**src/logic/pfs_pkg.sv**
```systemverilog
// Package of constants and carrier types for the protection switch sequencer
package pfs_pkg;

  // ==========================================================
  // Clock and timing figures
  // ==========================================================
  // Reference clock rate in kHz
  localparam int unsigned CLK_KHZ = 40000;
  // Overvoltage debounce, in microseconds
  localparam int unsigned OVERVOLTAGE_DEBOUNCE_TIME_US = 512;
  // Reverse block delay, in nanoseconds
  localparam int unsigned REVERSE_BLOCK_DELAY_TIME_NS = 500;
  // Inrush clamp window, in microseconds
  localparam int unsigned INRUSH_WINDOW_US = 380;
  // Restart blanking, in milliseconds
  localparam int unsigned RESTART_BLANKING_TIME_MS = 64;
  // Turn-on delay, in milliseconds
  localparam int unsigned TURN_ON_DELAY_MS = 8;
  // Current limit ramp length, in microseconds
  localparam int unsigned ILIM_RAMP_US = 1250;

  // Derived cycle counts (longest figures round down, least round up)
  localparam int unsigned OV_DEB_CYC = OVERVOLTAGE_DEBOUNCE_TIME_US * CLK_KHZ
                                       / 1000;
  localparam int unsigned REV_DEL_CYC =
    (REVERSE_BLOCK_DELAY_TIME_NS * (CLK_KHZ / 1000) + 999) / 1000;
  localparam int unsigned INRUSH_CYC = INRUSH_WINDOW_US * CLK_KHZ / 1000;
  localparam int unsigned BLANK_CYC = RESTART_BLANKING_TIME_MS * CLK_KHZ;
  localparam int unsigned TON_DLY_CYC = TURN_ON_DELAY_MS * CLK_KHZ;
  localparam int unsigned ILIM_RAMP_CYC = ILIM_RAMP_US * CLK_KHZ / 1000;

  // ==========================================================
  // Register map (word aligned byte offsets)
  // ==========================================================
  localparam logic [3:0] CTRL_OFS = 4'h0;
  localparam logic [3:0] STATUS_OFS = 4'h4;
  localparam logic [3:0] SS_OFS = 4'h8;
  // Control reset value: software enable bit clear
  localparam logic [31:0] CTRL_RST = 32'h0000_0000;
  // Default soft-start length in cycles, 2 ms at 40 MHz
  localparam logic [31:0] SS_RST = 32'h0001_3880;
  // Control bit positions
  localparam int unsigned CTRL_SW_EN_BIT = 0;
  localparam int unsigned CTRL_USE_SW_BIT = 1;

  // ==========================================================
  // Sequencer states
  // ==========================================================
  typedef enum logic [2:0] {
    ST_OFF = 3'b000,
    ST_CHECK = 3'b001,
    ST_DELAY = 3'b010,
    ST_RAMP = 3'b011,
    ST_ON = 3'b100,
    ST_REVERSE = 3'b101,
    ST_BLANK = 3'b110,
    ST_LATCH = 3'b111
  } pfs_state_t;

  // ==========================================================
  // Carrier of analog comparator results
  // ==========================================================
  typedef struct packed {
    logic enable;                  // Enable pin level
    logic above_on_threshold;      // Input rail above 3.35 V
    logic below_lockout;           // Input rail below 3 V
    logic input_overvoltage_trip;  // Input rail above overvoltage level
    logic thermal_trip;            // Die at 140 C
    logic drop_below_target;       // In-to-out drop under 35 mV
    logic reverse_trip;            // Output 50 mV above input
    logic inrush_clamped;          // Current held by limit ramp
  } pfs_sense_t;

  // Gate drive outputs
  typedef struct packed {
    logic switch_on;    // Power switch gate enable
    logic ramp_active;  // Soft-start slope running
    logic ilim_active;  // Startup current limit armed
  } pfs_drive_t;

endpackage

```
**src/logic/pfs_sequencer.sv**
```systemverilog
// Control and fault sequencer of a high-side protection switch
//
// Design decisions made here: the Wishbone slave port and the placing of the registers.
`timescale 1ns/1ps
// ==========================================================
// Notes on behaviour
// - Enabled only with enable high, no lockout.
// - Leave lockout above 3.35 V, enter below 3 V.
// - Watch overvoltage continuously while enabled.
// - Overvoltage while on: off after debounce.
// - Overvoltage while off blocks turn-on.
// - Overvoltage always asserts the fault flag; code flags it only on latch, at check or after debounce.
// - Switch off at 140 C die temperature.
// - Latch off until enable toggle or power cycle.
// - Off when drop falls under 35 mV.
// - Reverse comparator turns off after delay.
// - Hold off while output above input.
// - Check faults, then on after delay.
// - Ramp output linearly to the input.
// - Current limit ramps up within 1.25 ms.
// - Shut down after 380 us clamp.
// - Clear clamp timer when clamp ends.
// - Restart after 64 ms blanking.
// - After soft-start, limit and shutdown disabled.
// - Flag asserted for overvoltage, thermal; not reverse.
// - Reverse turn-off restarts without soft-start.
// - Turn-on delay typically 8 ms.
// ==========================================================
module pfs_sequencer #(
  parameter int unsigned OV_DEB = pfs_pkg::OV_DEB_CYC,
  parameter int unsigned REV_DEL = pfs_pkg::REV_DEL_CYC,
  parameter int unsigned INRUSH = pfs_pkg::INRUSH_CYC,
  parameter int unsigned BLANK = pfs_pkg::BLANK_CYC,
  parameter int unsigned TON_DLY = pfs_pkg::TON_DLY_CYC,
  parameter int unsigned ILIM_RAMP = pfs_pkg::ILIM_RAMP_CYC,
  parameter int unsigned CW = 32
) (
  // Clock, reset, enable
  input wire logic clk_i,
  input wire logic rst_i,
  input wire logic ce_i,
  // Analog comparator results, asynchronous
  input wire pfs_pkg::pfs_sense_t sense_i,
  // Wishbone slave
  input wire logic wb_cyc_i,
  input wire logic wb_stb_i,
  input wire logic wb_we_i,
  input wire logic [3:0] wb_adr_i,
  input wire logic [3:0] wb_sel_i,
  input wire logic [31:0] wb_dat_i,
  output logic [31:0] wb_dat_o,
  output logic wb_ack_o,
  // Switch drive and fault flag (open drain)
  output pfs_pkg::pfs_drive_t drive_o,
  output logic [CW-1:0] ilim_level_o,
  output logic fault_flag_n_o,
  output logic fault_flag_n_oe_o
);
  import pfs_pkg::*;
  // ==========================================================
  // Elaboration checks
  // ==========================================================
  // Every count must fit the counter and be at least one cycle
  if (CW < 24 || CW > 32) begin : g_cw_bad
    $error("counter width out of range");
  end
  if (OV_DEB < 1 || REV_DEL < 1 || INRUSH < 1 || BLANK < 1 ||
      TON_DLY < 1 || ILIM_RAMP < 1) begin : g_cnt_bad
    $error("timer counts must be at least one");
  end
  // ==========================================================
  // Input synchronisers, three stages
  // ==========================================================
  localparam int unsigned SW = $bits(pfs_sense_t);
  logic [SW-1:0] sync1; // First stage, read only by stage two
  logic [SW-1:0] sync2; // Second stage
  logic [SW-1:0] sync3; // Third stage
  logic [SW-1:0] filt;  // Accepted levels
  logic [SW-1:0] next_filt;
  pfs_sense_t s;        // Accepted levels as struct
  // Accept a change once stages two and three agree
  always_comb begin
    next_filt = filt;
    for (int i = 0; i < SW; i++) begin
      if (sync2[i] == sync3[i]) begin
        next_filt[i] = sync2[i];
      end
    end
  end

  // Register synchroniser stages
  always_ff @(posedge clk_i) begin
    if (rst_i) begin
      sync1 <= '0;
      sync2 <= '0;
      sync3 <= '0;
      filt <= '0;
    end else if (ce_i) begin
      sync1 <= sense_i;
      sync2 <= sync1;
      sync3 <= sync2;
      filt <= next_filt;
    end
  end
  assign s = pfs_sense_t'(filt);
  // ==========================================================
  // Wishbone register file
  // ==========================================================
  logic [31:0] ctrl;      // Software enable override
  logic [31:0] ss_len;    // Soft-start length in cycles
  logic [31:0] next_ctrl;
  logic [31:0] next_ss_len;
  logic next_ack;
  logic [31:0] next_rdat;
  logic [31:0] status_word;
  logic req;
  // Byte-lane merge used by both writable registers
  function automatic logic [31:0] merge(input logic [31:0] old,
                                        input logic [31:0] wd,
                                        input logic [3:0] sel);
    logic [31:0] r;
    r = old;
    for (int b = 0; b < 4; b++) begin
      if (sel[b]) begin
        r[b*8 +: 8] = wd[b*8 +: 8];
      end
    end
    return r;
  endfunction
  // Single-cycle answer; ack drops the cycle after it rises
  always_comb begin
    req = wb_cyc_i && wb_stb_i && !wb_ack_o;
    next_ack = req;
    next_ctrl = ctrl;
    next_ss_len = ss_len;
    next_rdat = wb_dat_o;
    if (req) begin
      case (wb_adr_i)
        CTRL_OFS: begin
          if (wb_we_i) begin
            next_ctrl = merge(ctrl, wb_dat_i, wb_sel_i) & 32'h0000_0003;
          end
          next_rdat = ctrl;
        end
        STATUS_OFS: begin
          next_rdat = status_word;
        end
        SS_OFS: begin
          if (wb_we_i) begin
            next_ss_len = merge(ss_len, wb_dat_i, wb_sel_i);
          end
          next_rdat = ss_len;
        end
        // Unmapped: acked, reads zero, writes dropped
        default: begin
          next_rdat = 32'h0000_0000;
        end
      endcase
    end
  end

  // Register bus state
  always_ff @(posedge clk_i) begin
    if (rst_i) begin
      ctrl <= CTRL_RST;
      ss_len <= SS_RST;
      wb_ack_o <= 1'b0;
      wb_dat_o <= 32'h0000_0000;
    end else if (ce_i) begin
      ctrl <= next_ctrl;
      ss_len <= next_ss_len;
      wb_ack_o <= next_ack;
      wb_dat_o <= next_rdat;
    end
  end

  // ==========================================================
  // Sequencer
  // ==========================================================
  pfs_state_t state;
  pfs_state_t next_state;
  logic [CW-1:0] cnt;       // Shared state timer
  logic [CW-1:0] next_cnt;
  logic [CW-1:0] ov_cnt;    // Overvoltage debounce timer
  logic [CW-1:0] next_ov_cnt;
  logic [CW-1:0] clamp_cnt; // Inrush clamp window timer
  logic [CW-1:0] next_clamp_cnt;
  logic [CW-1:0] rev_cnt;   // Reverse delay timer
  logic [CW-1:0] next_rev_cnt;
  logic unlocked;           // Lockout released, hysteretic
  logic next_unlocked;
  logic en_q;               // Previous enabled level
  logic fault_low;          // Flag pulled low
  logic next_fault_low;
  logic enabled;
  logic rise;
  // Saturating increment shared by all timers
  // one clock, parameter lengths
  function automatic logic [CW-1:0] inc(input logic [CW-1:0] v);
    return (&v) ? v : v + 1'b1;
  endfunction
  // software may hold off, never enable past a low pin
  logic en_src;
  assign en_src = s.enable && (!ctrl[CTRL_USE_SW_BIT] ||
                               ctrl[CTRL_SW_EN_BIT]);
  // Next-state logic of the sequencer and its timers
  always_comb begin
    next_unlocked = unlocked;
    if (s.below_lockout) begin
      next_unlocked = 1'b0;
    end else if (s.above_on_threshold) begin
      next_unlocked = 1'b1;
    end
    // enabled needs enable and no lockout
    enabled = en_src && unlocked;
    rise = enabled && !en_q;
    next_state = state;
    next_cnt = inc(cnt);
    next_rev_cnt = s.reverse_trip ? inc(rev_cnt) : '0;
    next_fault_low = fault_low;
    next_ov_cnt = (enabled && s.input_overvoltage_trip) ? inc(ov_cnt) : '0;
    // clamp timer clears when clamp ends
    next_clamp_cnt = (state == ST_RAMP && s.inrush_clamped) ?
                     inc(clamp_cnt) : '0;
    if (!enabled) begin
      // enable toggle or supply cycle clears latch
      next_state = ST_OFF;
      next_fault_low = 1'b0;
      next_cnt = '0;
    end else begin
      case (state)
        ST_OFF: begin
          if (rise) begin
            next_state = ST_CHECK;
            next_cnt = '0;
          end
        end
        ST_CHECK: begin
          next_cnt = '0;
          if (s.input_overvoltage_trip || s.thermal_trip) begin
            next_state = ST_LATCH;
            next_fault_low = 1'b1;
          // hold off while output above input
          end else if (!s.reverse_trip) begin
            next_state = ST_DELAY;
          end
        end
        ST_DELAY: begin
          if (cnt >= CW'(TON_DLY - 1)) begin
            next_state = ST_RAMP;
            next_cnt = '0;
          end
        end
        // linear ramp for the soft-start length
        ST_RAMP: begin
          // shut down after the clamp window
          if (clamp_cnt >= CW'(INRUSH - 1)) begin
            next_state = ST_BLANK;
            next_fault_low = 1'b1;
            next_cnt = '0;
          // soft-start over, limit and shutdown off
          end else if (cnt >= ss_len[CW-1:0]) begin
            next_state = ST_ON;
            next_cnt = '0;
          end
        end
        ST_ON: begin
          if (s.drop_below_target ||
              rev_cnt >= CW'(REV_DEL)) begin
            next_state = ST_REVERSE;
          end
        end
        ST_REVERSE: begin
          if (!s.reverse_trip && !s.drop_below_target) begin
            next_state = ST_ON;
          end
        end
        ST_BLANK: begin
          if (cnt >= CW'(BLANK - 1)) begin
            next_state = ST_CHECK;
            next_fault_low = 1'b0;
            next_cnt = '0;
          end
        end
        ST_LATCH: begin
          next_cnt = '0;
        end
        default: begin
          next_state = ST_OFF;
        end
      endcase
      // debounced overvoltage or thermal trip turns off and latches
      if ((state != ST_LATCH) && (ov_cnt >= CW'(OV_DEB - 1) ||
          s.thermal_trip)) begin
        next_state = ST_LATCH;
        next_fault_low = 1'b1;
      end
    end
  end
  // Register sequencer state
  always_ff @(posedge clk_i) begin
    if (rst_i) begin
      state <= ST_OFF;
      cnt <= '0;
      ov_cnt <= '0;
      clamp_cnt <= '0;
      rev_cnt <= '0;
      unlocked <= 1'b0;
      en_q <= 1'b0;
      fault_low <= 1'b0;
    end else if (ce_i) begin
      state <= next_state;
      cnt <= next_cnt;
      ov_cnt <= next_ov_cnt;
      clamp_cnt <= next_clamp_cnt;
      rev_cnt <= next_rev_cnt;
      unlocked <= next_unlocked;
      en_q <= enabled;
      fault_low <= next_fault_low;
    end
  end

  // ==========================================================
  // Outputs
  // ==========================================================
  // limit rises linearly over the ramp length
  logic [CW-1:0] ilim_next;
  always_comb begin
    ilim_next = '0;
    if (state == ST_RAMP) begin
      ilim_next = (cnt >= CW'(ILIM_RAMP)) ? CW'(ILIM_RAMP) : cnt;
    end
  end
  // Drive registers, data outputs from flops
  always_ff @(posedge clk_i) begin
    if (rst_i) begin
      drive_o <= '0;
      ilim_level_o <= '0;
    end else if (ce_i) begin
      drive_o.switch_on <= (next_state == ST_RAMP) || (next_state == ST_ON);
      drive_o.ramp_active <= (next_state == ST_RAMP);
      drive_o.ilim_active <= (next_state == ST_RAMP);
      ilim_level_o <= ilim_next;
    end
  end

  // Open drain flag: drive low only while a fault is held
  assign fault_flag_n_o = 1'b0;
  assign fault_flag_n_oe_o = fault_low;

  // Status word: state, flag, lockout, live comparators
  assign status_word = {16'h0000, filt, 3'b000, unlocked, fault_low,
                        state};
endmodule

```
**config.mk**
```make
export PLATFORM = sky130hd
export DESIGN_NAME = pfs_sequencer
export DESIGN_NICKNAME = d
export VERILOG_FILES = /design/src/logic/pfs_pkg.sv /design/src/logic/pfs_sequencer.sv
export SDC_FILE = /design/constraint.sdc
export NUM_CORES = 1
export LEC_CHECK = 0
export BUFFER_PORTS_ARGS = -buffer_cell sky130_fd_sc_hd__clkbuf_2
export CAP_MARGIN = 20
export CORE_MARGIN = 3
export CORE_UTILIZATION = 25
export DETAILED_ROUTE_END_ITERATION = 16
export GPL_TIMING_DRIVEN = 0
export SKIP_CTS_REPAIR_TIMING = 1
export SYNTH_ARGS = -nofsm -noshare
export SYNTH_HDL_FRONTEND = slang
export SYNTH_SLANG_ARGS = --single-unit
```
**constraint.sdc**
```tcl
create_clock -name clk_i -period 3.88 [get_ports clk_i]
set_input_delay 0.776 -clock clk_i [delete_from_list [all_inputs] [get_ports clk_i]]
set_output_delay 0.776 -clock clk_i [all_outputs]
set_load 0.02 [all_outputs]
```
Word-level counts from Yosys, hierarchy flattened. Index checks and enable logic that the tools add are counted.

Flip-flop bits (word level): 267. Input bits: 54. Output and inout bits: 70. Logic and storage cells: 150.

Add/subtract/negate cells: 4. Order comparisons: 7. Equality and inequality tests: 27. Multiplexer cells: 37. Reduce and logical (&&, ||, !) cells: 46.

Operators with widths (number): $mux W32 (15); $pmux W32 S5 (1); $add A32 B1 Y32 const B (4); $reduce_and A32 Y1 (4); $pmux W32 S3 (1); $mux W3 (11); $ge A32 B14 Y1 const B (1); $ge A32 B15 Y1 const B (1); $ge A32 B16 Y1 const B (1); $ge A32 B19 Y1 const B (1); $ge A32 B22 Y1 const B (1); $ge A32 B32 Y1 (1); $ge A32 B5 Y1 const B (1); $reduce_and A5 Y1 (6); $reduce_and A2 Y1 (13); $pmux W3 S7 (1); $eq A3 B3 Y1 const B (5); $ne A4 B4 Y1 const B (3); $eq A3 B2 Y1 const B (3); $logic_and A1 B1 Y1 (9); $eq A1 B1 Y1 (8); $mux W1 (7); $ne A2 B2 Y1 const B (3); $logic_not A1 Y1 (5); other kinds (11) (15).

Longest topological paths before layout. Gate-level depths: netlist of the first run.

Word-level depth: 11. Mapped depth: 11. Mapped depth without buffers: 10.

Least setup slack after synthesis of the first run. Ideal clock, no wire load.

Path type: reg2reg. Start point: register cnt[0]. End point: register cnt[13]. Library setup time: 0.058 ns. Arrival time: 2.683 ns. Required time: 3.822 ns. Path slack: 1.140 ns. Cell stages (with the launch flop): 12. Path buffers: 1. Period minus slack after synthesis: 2.740 ns. Cell sequence: dfxtp_1 inv_1 ha_1 nand2b_4 a2111oi_4 o21ai_1 a2111o_1 a211oi_4 o21ai_2 buf_6 nor4_2 a21o_1.

Cells in the longest elaborated chain, start to end: 6. Elaborated cells on any way between the ends: 13.

RTL lines: from (decl) (RTL line pfs_sequencer.sv:182) `logic [CW-1:0] cnt;`; from (signal assigned) (RTL line pfs_sequencer.sv:313) `cnt <= next_cnt;`; $add A32 B1 Y32 or $reduce_and A32 Y1 (tied branches) (RTL line pfs_sequencer.sv:200) `return (&v) ? v : v + 1'b1;`; $mux W32 (RTL line pfs_sequencer.sv:200); $mux W32 (RTL line pfs_sequencer.sv:262) `end else if (cnt >= ss_len[CW-1:0]) begin`; $mux W32 (RTL line pfs_sequencer.sv:257) `if (clamp_cnt >= CW'(INRUSH - 1)) begin`; $pmux W32 S5 (*) (RTL line pfs_sequencer.sv:231) `case (state)`; $mux W32 (*) (RTL line pfs_sequencer.sv:225) `if (!enabled) begin`.

Mark *: on every way between the ends. The rest lies on a longest branch, timed or not. A chain may end at the register's enable or synchronous reset.

Worst setup path in the final report of the first run.
Start point: input port ce_i. End point: register wb_dat_o[7].

Cells in the longest elaborated chain, start to end: 1.

RTL lines: from (decl) (RTL line pfs_sequencer.sv:41) `input wire logic ce_i,`; $reduce_and A2 Y1 (no line); to (signal assigned) (RTL line pfs_sequencer.sv:173) `wb_dat_o <= next_rdat;`; to (decl) (RTL line pfs_sequencer.sv:51) `output logic [31:0] wb_dat_o,`.

Every way passes these cells.

==> flow_metrics.env, run 1 <==
export IMPL_postPlaceCellArea_um2=13900
export IMPL_synth_compound_area_share_pct=13.5
export IMPL_fin_area_um2=15000
export IMPL_tns_ns=0
export IMPL_synth_top_area_share_pct=42.9
export IMPL_async_flop_share_pct=0
export IMPL_path_delay_family="buffers and inverters"
export IMPL_yosysMostFrequentCell="dfxtp_1"
export IMPL_cap_violations=0
export IMPL_syn_nets=1576
export IMPL_rsz0062_at_grt="false"
export IMPL_fin_skew_ns=0.0620
export IMPL_crit_required_ns=4.41
export IMPL_synth_top_family_by_area="simple AND/OR/NAND/NOR gates"
export IMPL_hold_class="primary input to flip-flop"
export IMPL_syn_avg_cell_area_um2=8.39
export IMPL_placementRows=81
export IMPL_drtIter0Drc=755
export IMPL_netlist_instances=1484
export IMPL_ys_flop_type="dfxtp_1"
export IMPL_synth_cell_type_count=73
export IMPL_yosys_area_share_xor_xnor_pct=6.19
export IMPL_clock_latency_ns=0.61
export IMPL_antenna_found_initial=1
export IMPL_tightest_slew_ns=0.975
export IMPL_fp_dieW_um=229
export IMPL_ys_top_cells_by_area="dfxtp_1, nor2_1, mux2i_1"
export IMPL_peakVddDrop_uv=308
export IMPL_clk_path_buf_depth=3
export IMPL_power_density_nw_per_um2=407
export IMPL_slew_headroom_pct=34.8
export IMPL_clock_root_buffer="clkbuf_16"
export IMPL_grt_pass1_vias=10809
export IMPL_synth_fa_ha_area_share_pct=3.82
export IMPL_dieArea_um2=52500
export IMPL_viasPerCell=4.83
export IMPL_drive_above_1_share_pct=12.1
export IMPL_start_util_pct=25.4
export IMPL_dp_cells=2269
export IMPL_synth_commonest_cells="dfxtp_1, nor2_1, nand2_1"
export IMPL_crit_type="primary input to flip-flop"
export IMPL_num_io_pins=124
export IMPL_wl_per_cell_um=16.4
export IMPL_final_hold_violation_count=0
export IMPL_cp_start_kind="primary input"
export IMPL_power_leakage_nw=5.70
export IMPL_fillerInstances=5286
export IMPL_grt_usage_pct=13.9
export IMPL_slowest_delay_ns=0.73
export IMPL_fin_ws_ns=0.538
export IMPL_fp_dieH_um=229
export IMPL_post_synth_top_area_cell="dfxtp_1"
export IMPL_crit_chain="clkbuf_1, nand4b_1, nor2_1, clkbuf_1, buf_1, a22oi_1, nor2_1"
export IMPL_wl_um=38200
export IMPL_whs_ns=0.409
export IMPL_nets=1729
export IMPL_first_pass_iters=5
export IMPL_period_share_pct=86.1
export IMPL_syn2layout_area_growth_pct=20.6
export IMPL_gr_total_overflow=0
export IMPL_grt_pass1_wl_um=59700
export IMPL_synth_seq_area_share_pct=42.9
export IMPL_dp_hpwl_um=29200
export IMPL_slew_viol_final=0
export IMPL_cts_sinks=267
export IMPL_path_buf_inv=3
export IMPL_synthMuxAreaShare_pct=4.12
export IMPL_io_buffers=121
export IMPL_ys_ff_latch=267
export IMPL_status="complete, no violations"
export IMPL_setup_viol_count_final=0
export IMPL_max_freq_ghz=0.299
export IMPL_drc=0
export IMPL_htreeDepth=1
export IMPL_synth_edf_count=0
export IMPL_synth_simple_gate_area_share_pct=25.5
export IMPL_ant_nets=0
export IMPL_fin_crit_ns=3.34
export IMPL_post_place_ws_ns=0.0467
export IMPL_tritoncts="yes"
export IMPL_dr_total_vias=11234
export IMPL_numCtsBuffers=30
export IMPL_cpMaxStageDelayCell="nand4b_1"
export IMPL_instances_no_fill=2325
export IMPL_end_kind="flip-flop"
export IMPL_arrival_ns=3.88
export IMPL_clk_pin_slew_ns=0.06
export IMPL_yosysWarningCount=0
export IMPL_gp_congestion=0.915
export IMPL_crit_fanout=10
export IMPL_core_area_um2=49100
export IMPL_synth_area_um2=12500
export IMPL_grt_start_max_net_pins=18
[report_power, final]
part | leakage (nW) | internal, W | total [W] | switching, W
Combinational | 2.99 | 0.0000499 | 0.000174 | 0.000124
Clock | 0.556 | 0.00198 | 0.00318 | 0.00120
Sequential | 2.15 | 0.00275 | 0.00276 | 0.00000865
Total | 5.70 | 0.00478 | 0.00611 | 0.00133
[cells in the final DEF, fill, tap and decap left out, types with 9 or more instances in the layout]
| cell type | instances |
|---|---|
| o21ai_0 | 61 |
| a21oi_1 | 72 |
| nor3_1 | 37 |
| ha_1 | 38 |
| a22oi_1 | 31 |
| nand4_1 | 37 |
| nor2_1 | 239 |
| dfxtp_1 | 267 |
| xor2_1 | 47 |
| clkbuf_16 | 30 |
| xnor2_1 | 41 |
| clkbuf_2 | 121 |
| nand3_1 | 72 |
| a21o_1 | 21 |
| inv_1 | 61 |
| and4_1 | 9 |
| and3_1 | 17 |
| nand2_1 | 129 |
| nor4_1 | 27 |
| clkinv_2 | 10 |
| mux2i_1 | 49 |
| o211ai_1 | 9 |
| and2_1 | 31 |
| or3_1 | 18 |
| a22o_1 | 13 |
| clkbuf_1 | 52 |
[metal layers]
| metal | up-vias | routed length (µm) | GRT usage [%] |
|---|---|---|---|
| met5 | - | 0 | 0 |
| met2 | 261 | 18800 | 24.4 |
| li1 | 5508 | - | - |
| met3 | 71 | 1510 | 1.85 |
| met4 | 0 | 1670 | 6.00 |
| met1 | 5394 | 16300 | 17.1 |
[metrics by stage]
stage / util, % / total power (W)
6_report: 30.6 / 0.00611
5_1_grt: 30.6 / 0.00631
4_1_cts: 30.6 / 0.00619
3_5_place_dp: 28.3 / 0.00300
3_3_place_gp: 28.3 / 0.00299
2_1_floorplan: - / 0.00291
[cell type report]
type | count | area [µm²] | share of cell area, %
multi-input combinational | 1092 | 6620 | 44.1
sequential | 267 | 5350 | 35.6
clock inverter | 19 | 298 | 1.98
tap | 664 | 831 | 5.53
timing repair buffer | 121 | 606 | 4.03
buffer | 63 | 258 | 1.72
antenna | 1 | 2.50 | 0.0167
inverter | 62 | 233 | 1.55
clock buffer | 36 | 823 | 5.48
[worst paths after layout]
path / startpoint / end / slack (ns) / cells past startpoint
max reg2reg: cnt[0]$_SDFFE_PP0P_ / cnt[20]$_SDFFE_PP0P_ / 0.65 / 11
min: wb_dat_i[28] / ss_len[28]$_SDFFE_PP0P_ / 0.41 / 3
max: ce_i / wb_dat_o[7]$_SDFFE_PP0P_ / 0.54 / 7
min reg2reg: ilim_level_o[4]$_SDFFE_PP0P_ / ilim_level_o[4]$_SDFFE_PP0P_ / 0.46 / 2
[kinds of logic after synthesis]
kind of cell               after synthesis
AOI/OAI and AO/OA                      256
xor gates and xnor gates                88
adders and majority gates               38
buffers and inverters                  125
DFF                                    267
muxes                                   51
other                                    1
and+or+nand+nor                        658
[registers in the layout, summed over array words and instances, names as in the netlist, 32 cells and up]
name,count
wb_dat_o,32
ss_len,32
ov_cnt,32
cnt,32
clamp_cnt,32
ilim_level_o,32
rev_cnt,32
[worst register-to-register path: cells and delay by family, from the launching register on]
kind | cells | cell delay (ns)
and+or+nand+nor | 2 | 0.41
adders and majority gates | 1 | 0.29
buffers and inverters | 2 | 0.38
DFF | 1 | 0.42
AOI/OAI and AO/OA | 6 | 1.69
Power figures use the tool's default switching activity.
==> run 2, diff against run 1 <==
--- a/config.mk
+++ b/config.mk
@@ -5,6 +5,8 @@
 export SDC_FILE = /design/constraint.sdc
 export NUM_CORES = 1
 export LEC_CHECK = 0
+export ABC_AREA = 1
+export ABC_CLOCK_PERIOD_IN_PS = 3880
 export BUFFER_PORTS_ARGS = -buffer_cell sky130_fd_sc_hd__clkbuf_2
 export CAP_MARGIN = 20
 export CORE_MARGIN = 3
@@ -12,6 +14,7 @@
 export DETAILED_ROUTE_END_ITERATION = 16
 export GPL_TIMING_DRIVEN = 0
 export SKIP_CTS_REPAIR_TIMING = 1
+export SLEW_MARGIN = 15
 export SYNTH_ARGS = -nofsm -noshare
 export SYNTH_HDL_FRONTEND = slang
 export SYNTH_SLANG_ARGS = --single-unit
==> run 2 against run 1 <==
  * Count of clock-buffer cells in the layout up 2
  * Critical path depth up 10
  * Fmax up 26%
  * Clock power decreased by 1%
==> flow_metrics.env, run 2 <==
export IMPL_ant_nets=0
export IMPL_rsz0062_at_grt="false"
export IMPL_yosysMostFrequentCell="nand2_1"
export IMPL_clock_latency_ns=0.60
export IMPL_nets=2270
export IMPL_viasPerCell=4.70
export IMPL_period_share_pct=68.2
export IMPL_grt_start_max_net_pins=17
export IMPL_numCtsBuffers=30
export IMPL_synth_top_area_share_pct=37.8
export IMPL_synth_seq_area_share_pct=37.8
export IMPL_synth_cell_type_count=58
export IMPL_netlist_instances=2024
export IMPL_drive_above_1_share_pct=13.0
export IMPL_syn_avg_cell_area_um2=6.99
export IMPL_drtIter0Drc=989
export IMPL_ys_flop_type="dfxtp_1"
export IMPL_first_pass_iters=5
export IMPL_yosysWarningCount=0
export IMPL_regArea_um2=5350
export IMPL_synth_area_um2=14200
export IMPL_cpMostUsedCell="nand2_1"
export IMPL_fin_skew_ns=0.0399
export IMPL_fp_dieW_um=244
export IMPL_crit_fanout=10
export IMPL_max_freq_ghz=0.378
export IMPL_mostFrequentLayoutCells="nand2_1, dfxtp_1, nor2_1"
export IMPL_power_leakage_nw=6.13
export IMPL_arrival_ns=3.10
export IMPL_core_area_um2=55500
export IMPL_multi_input_area_um2=7560
export IMPL_cap_violations=0
export IMPL_gp_congestion=0.926
export IMPL_ys_ff_latch=267
export IMPL_placementRows=86
export IMPL_io_buffers=122
export IMPL_syn2layout_area_growth_pct=18.6
export IMPL_cts_sinks=267
export IMPL_htreeDepth=1
export IMPL_status="complete, no violations"
export IMPL_hold_path_end="ss_len[16]$_SDFFE_PP1P_"
export IMPL_slew_viol_final=0
export IMPL_gr_total_overflow=0
export IMPL_syn_nets=2116
export IMPL_clk_path_buf_depth=3
export IMPL_tns_ns=0
export IMPL_num_io_pins=124
export IMPL_wl_per_cell_um=15.5
export IMPL_clock_root_buffer="clkbuf_16"
export IMPL_setup_viol_count_final=0
export IMPL_cp_start_kind="flip-flop"
export IMPL_power_density_nw_per_um2=368
export IMPL_synth_commonest_cells="nand2_1, dfxtp_1, nor2_1"
export IMPL_final_hold_violation_count=0
export IMPL_dieArea_um2=59500
export IMPL_reg2reg_depth=17
export IMPL_async_flop_share_pct=0
export IMPL_clk_pin_slew_ns=0.07
export IMPL_slew_headroom_pct=39.2
export IMPL_whs_path_depth=3
export IMPL_peakVddDrop_uv=334
export IMPL_antennaDiodeCount=0
export IMPL_grt_pass1_wl_um=71800
export IMPL_end_kind="flip-flop"
export IMPL_synth_edf_count=0
export IMPL_cpMaxStageDelayCell="dfxtp_1"
export IMPL_tightest_slew_ns=0.903
export IMPL_layout_commonest_cell="nand2_1"
export IMPL_drc=0
export IMPL_start_util_pct=25.5
export IMPL_antenna_found_initial=3
export IMPL_min_from="wb_dat_i[16]"
export IMPL_rrSetupSlack_ns=1.24
export IMPL_crit_type="flip-flop to flip-flop"
export IMPL_crit_chain="ha_1, nand2_2, nor2_4, nand2_4, nor2_1, nand2_1, nand2_1, nand2_1, nand2_1, o21ai_1, nor2_1, nand2_1, nand2_2, inv_4, buf_6, nand3_2, o21ai_1"
export IMPL_crit_required_ns=4.34
export IMPL_wl_um=45600
export IMPL_dp_hpwl_um=35600
export IMPL_ys_top_cells_by_area="dfxtp_1, nand2_1, nor2_1"
export IMPL_fillerInstances=6216
export IMPL_grt_pass1_vias=13057
export IMPL_fin_util_pct=30.2
export IMPL_fp_dieH_um=244
export IMPL_dr_total_vias=13862
export IMPL_r2r_end="cnt[20]$_SDFFE_PP0P_"
export IMPL_grt_usage_pct=14.9
export IMPL_hold_class="primary input to flip-flop"
export IMPL_tritoncts="yes"
export IMPL_slowest_delay_ns=0.54
export IMPL_r2r_start="cnt[1]$_SDFFE_PP0P_"
export IMPL_post_synth_top_area_cell="dfxtp_1"
export IMPL_fin_crit_ns=2.64
[run 2: cell count changes in the layout (fill, tap and decap cells not counted), moves of 19 or more]
cell     before  now
nand2_1     129  395
inv_1        61  227
a21oi_1      72  165
nor3_1       37   89
mux2i_1      49    0
o21ai_0      61  109
xnor2_1      41    9
and2_1       31    0
o21ai_1       1   24
a21o_1       21    2
[run 2: final cells by class]
cell class / count / area share, %
multi-input combinational: 1442 / 45.0
sequential: 267 / 31.8
tap: 748 / 5.57
inverter: 246 / 5.51
clock buffer: 38 / 4.83
timing repair buffer: 122 / 3.64
buffer: 69 / 1.93
clock inverter: 18 / 1.68
[run 2: layer usage]
metal  part of all wire [%]  track usage (%)  vias to the layer above
li1                       -                -                     7058
met1                     45             19.7                     6349
met2                     46             24.9                      368
met3                    6.1             2.28                       81
met4                    3.1             4.94                        6
met5                  0.072                0                        -
[run 2: logic make-up after synthesis]
family | share of synthesized area (%)
simple gates | 31.1
compound gates | 15.7
buf+inv | 8.83
flops | 37.8
xor+xnor | 3.22
fa+ha+maj | 3.36
other cells | 0.0265
[run 2: power breakdown]
group / switching [W] / internal [W] / total, W
clock: 0.00125 / 0.00189 / 0.00314
combinational: 0.000193 / 0.0000685 / 0.000262
sequential: 0.0000124 / 0.00276 / 0.00277
total: 0.00145 / 0.00472 / 0.00618
[run 2: worst max-delay path, delay by kind of cell (launching register included)]
family	cells	cell delay, ns
buf+inv	2	0.25
compound gates	2	0.18
flops	1	0.54
simple gates	12	1.20
fa+ha+maj	1	0.31
[run 2: worst max-delay path by stage]
| stage | start | endpoint | slack, ns |
|---|---|---|---|
| floorplan | wb_adr_i[1] | ss_len[20]$_SDFFE_PP0P_ | 1.73 |
| global placement | rst_i | ilim_level_o[28]$_SDFFE_PP0P_ | 0.67 |
| detailed placement | rst_i | ilim_level_o[29]$_SDFFE_PP0P_ | 0.64 |
| CTS | cnt[0]$_SDFFE_PP0P_ | cnt[7]$_SDFFE_PP0P_ | 1.24 |
| global route | cnt[1]$_SDFFE_PP0P_ | cnt[20]$_SDFFE_PP0P_ | 1.01 |
| finish | cnt[1]$_SDFFE_PP0P_ | cnt[20]$_SDFFE_PP0P_ | 1.24 |
[run 2: metrics by stage]
stage | total power [W] | std cells | setup WS (ns) | hold WS (ns) | instance area (µm²)
global placement | 0.00310 | 2894 | 0.667 | 0.428 | 15700
CTS | 0.00624 | 2950 | 1.24 | 0.377 | 16800
floorplan | 0.00298 | 2024 | 1.73 | 0.433 | 14200
detailed placement | 0.00310 | 2894 | 0.644 | 0.431 | 15700
global route | 0.00638 | 2950 | 1.01 | 0.394 | 16800
finish | 0.00618 | 2950 | 1.24 | 0.405 | 16800
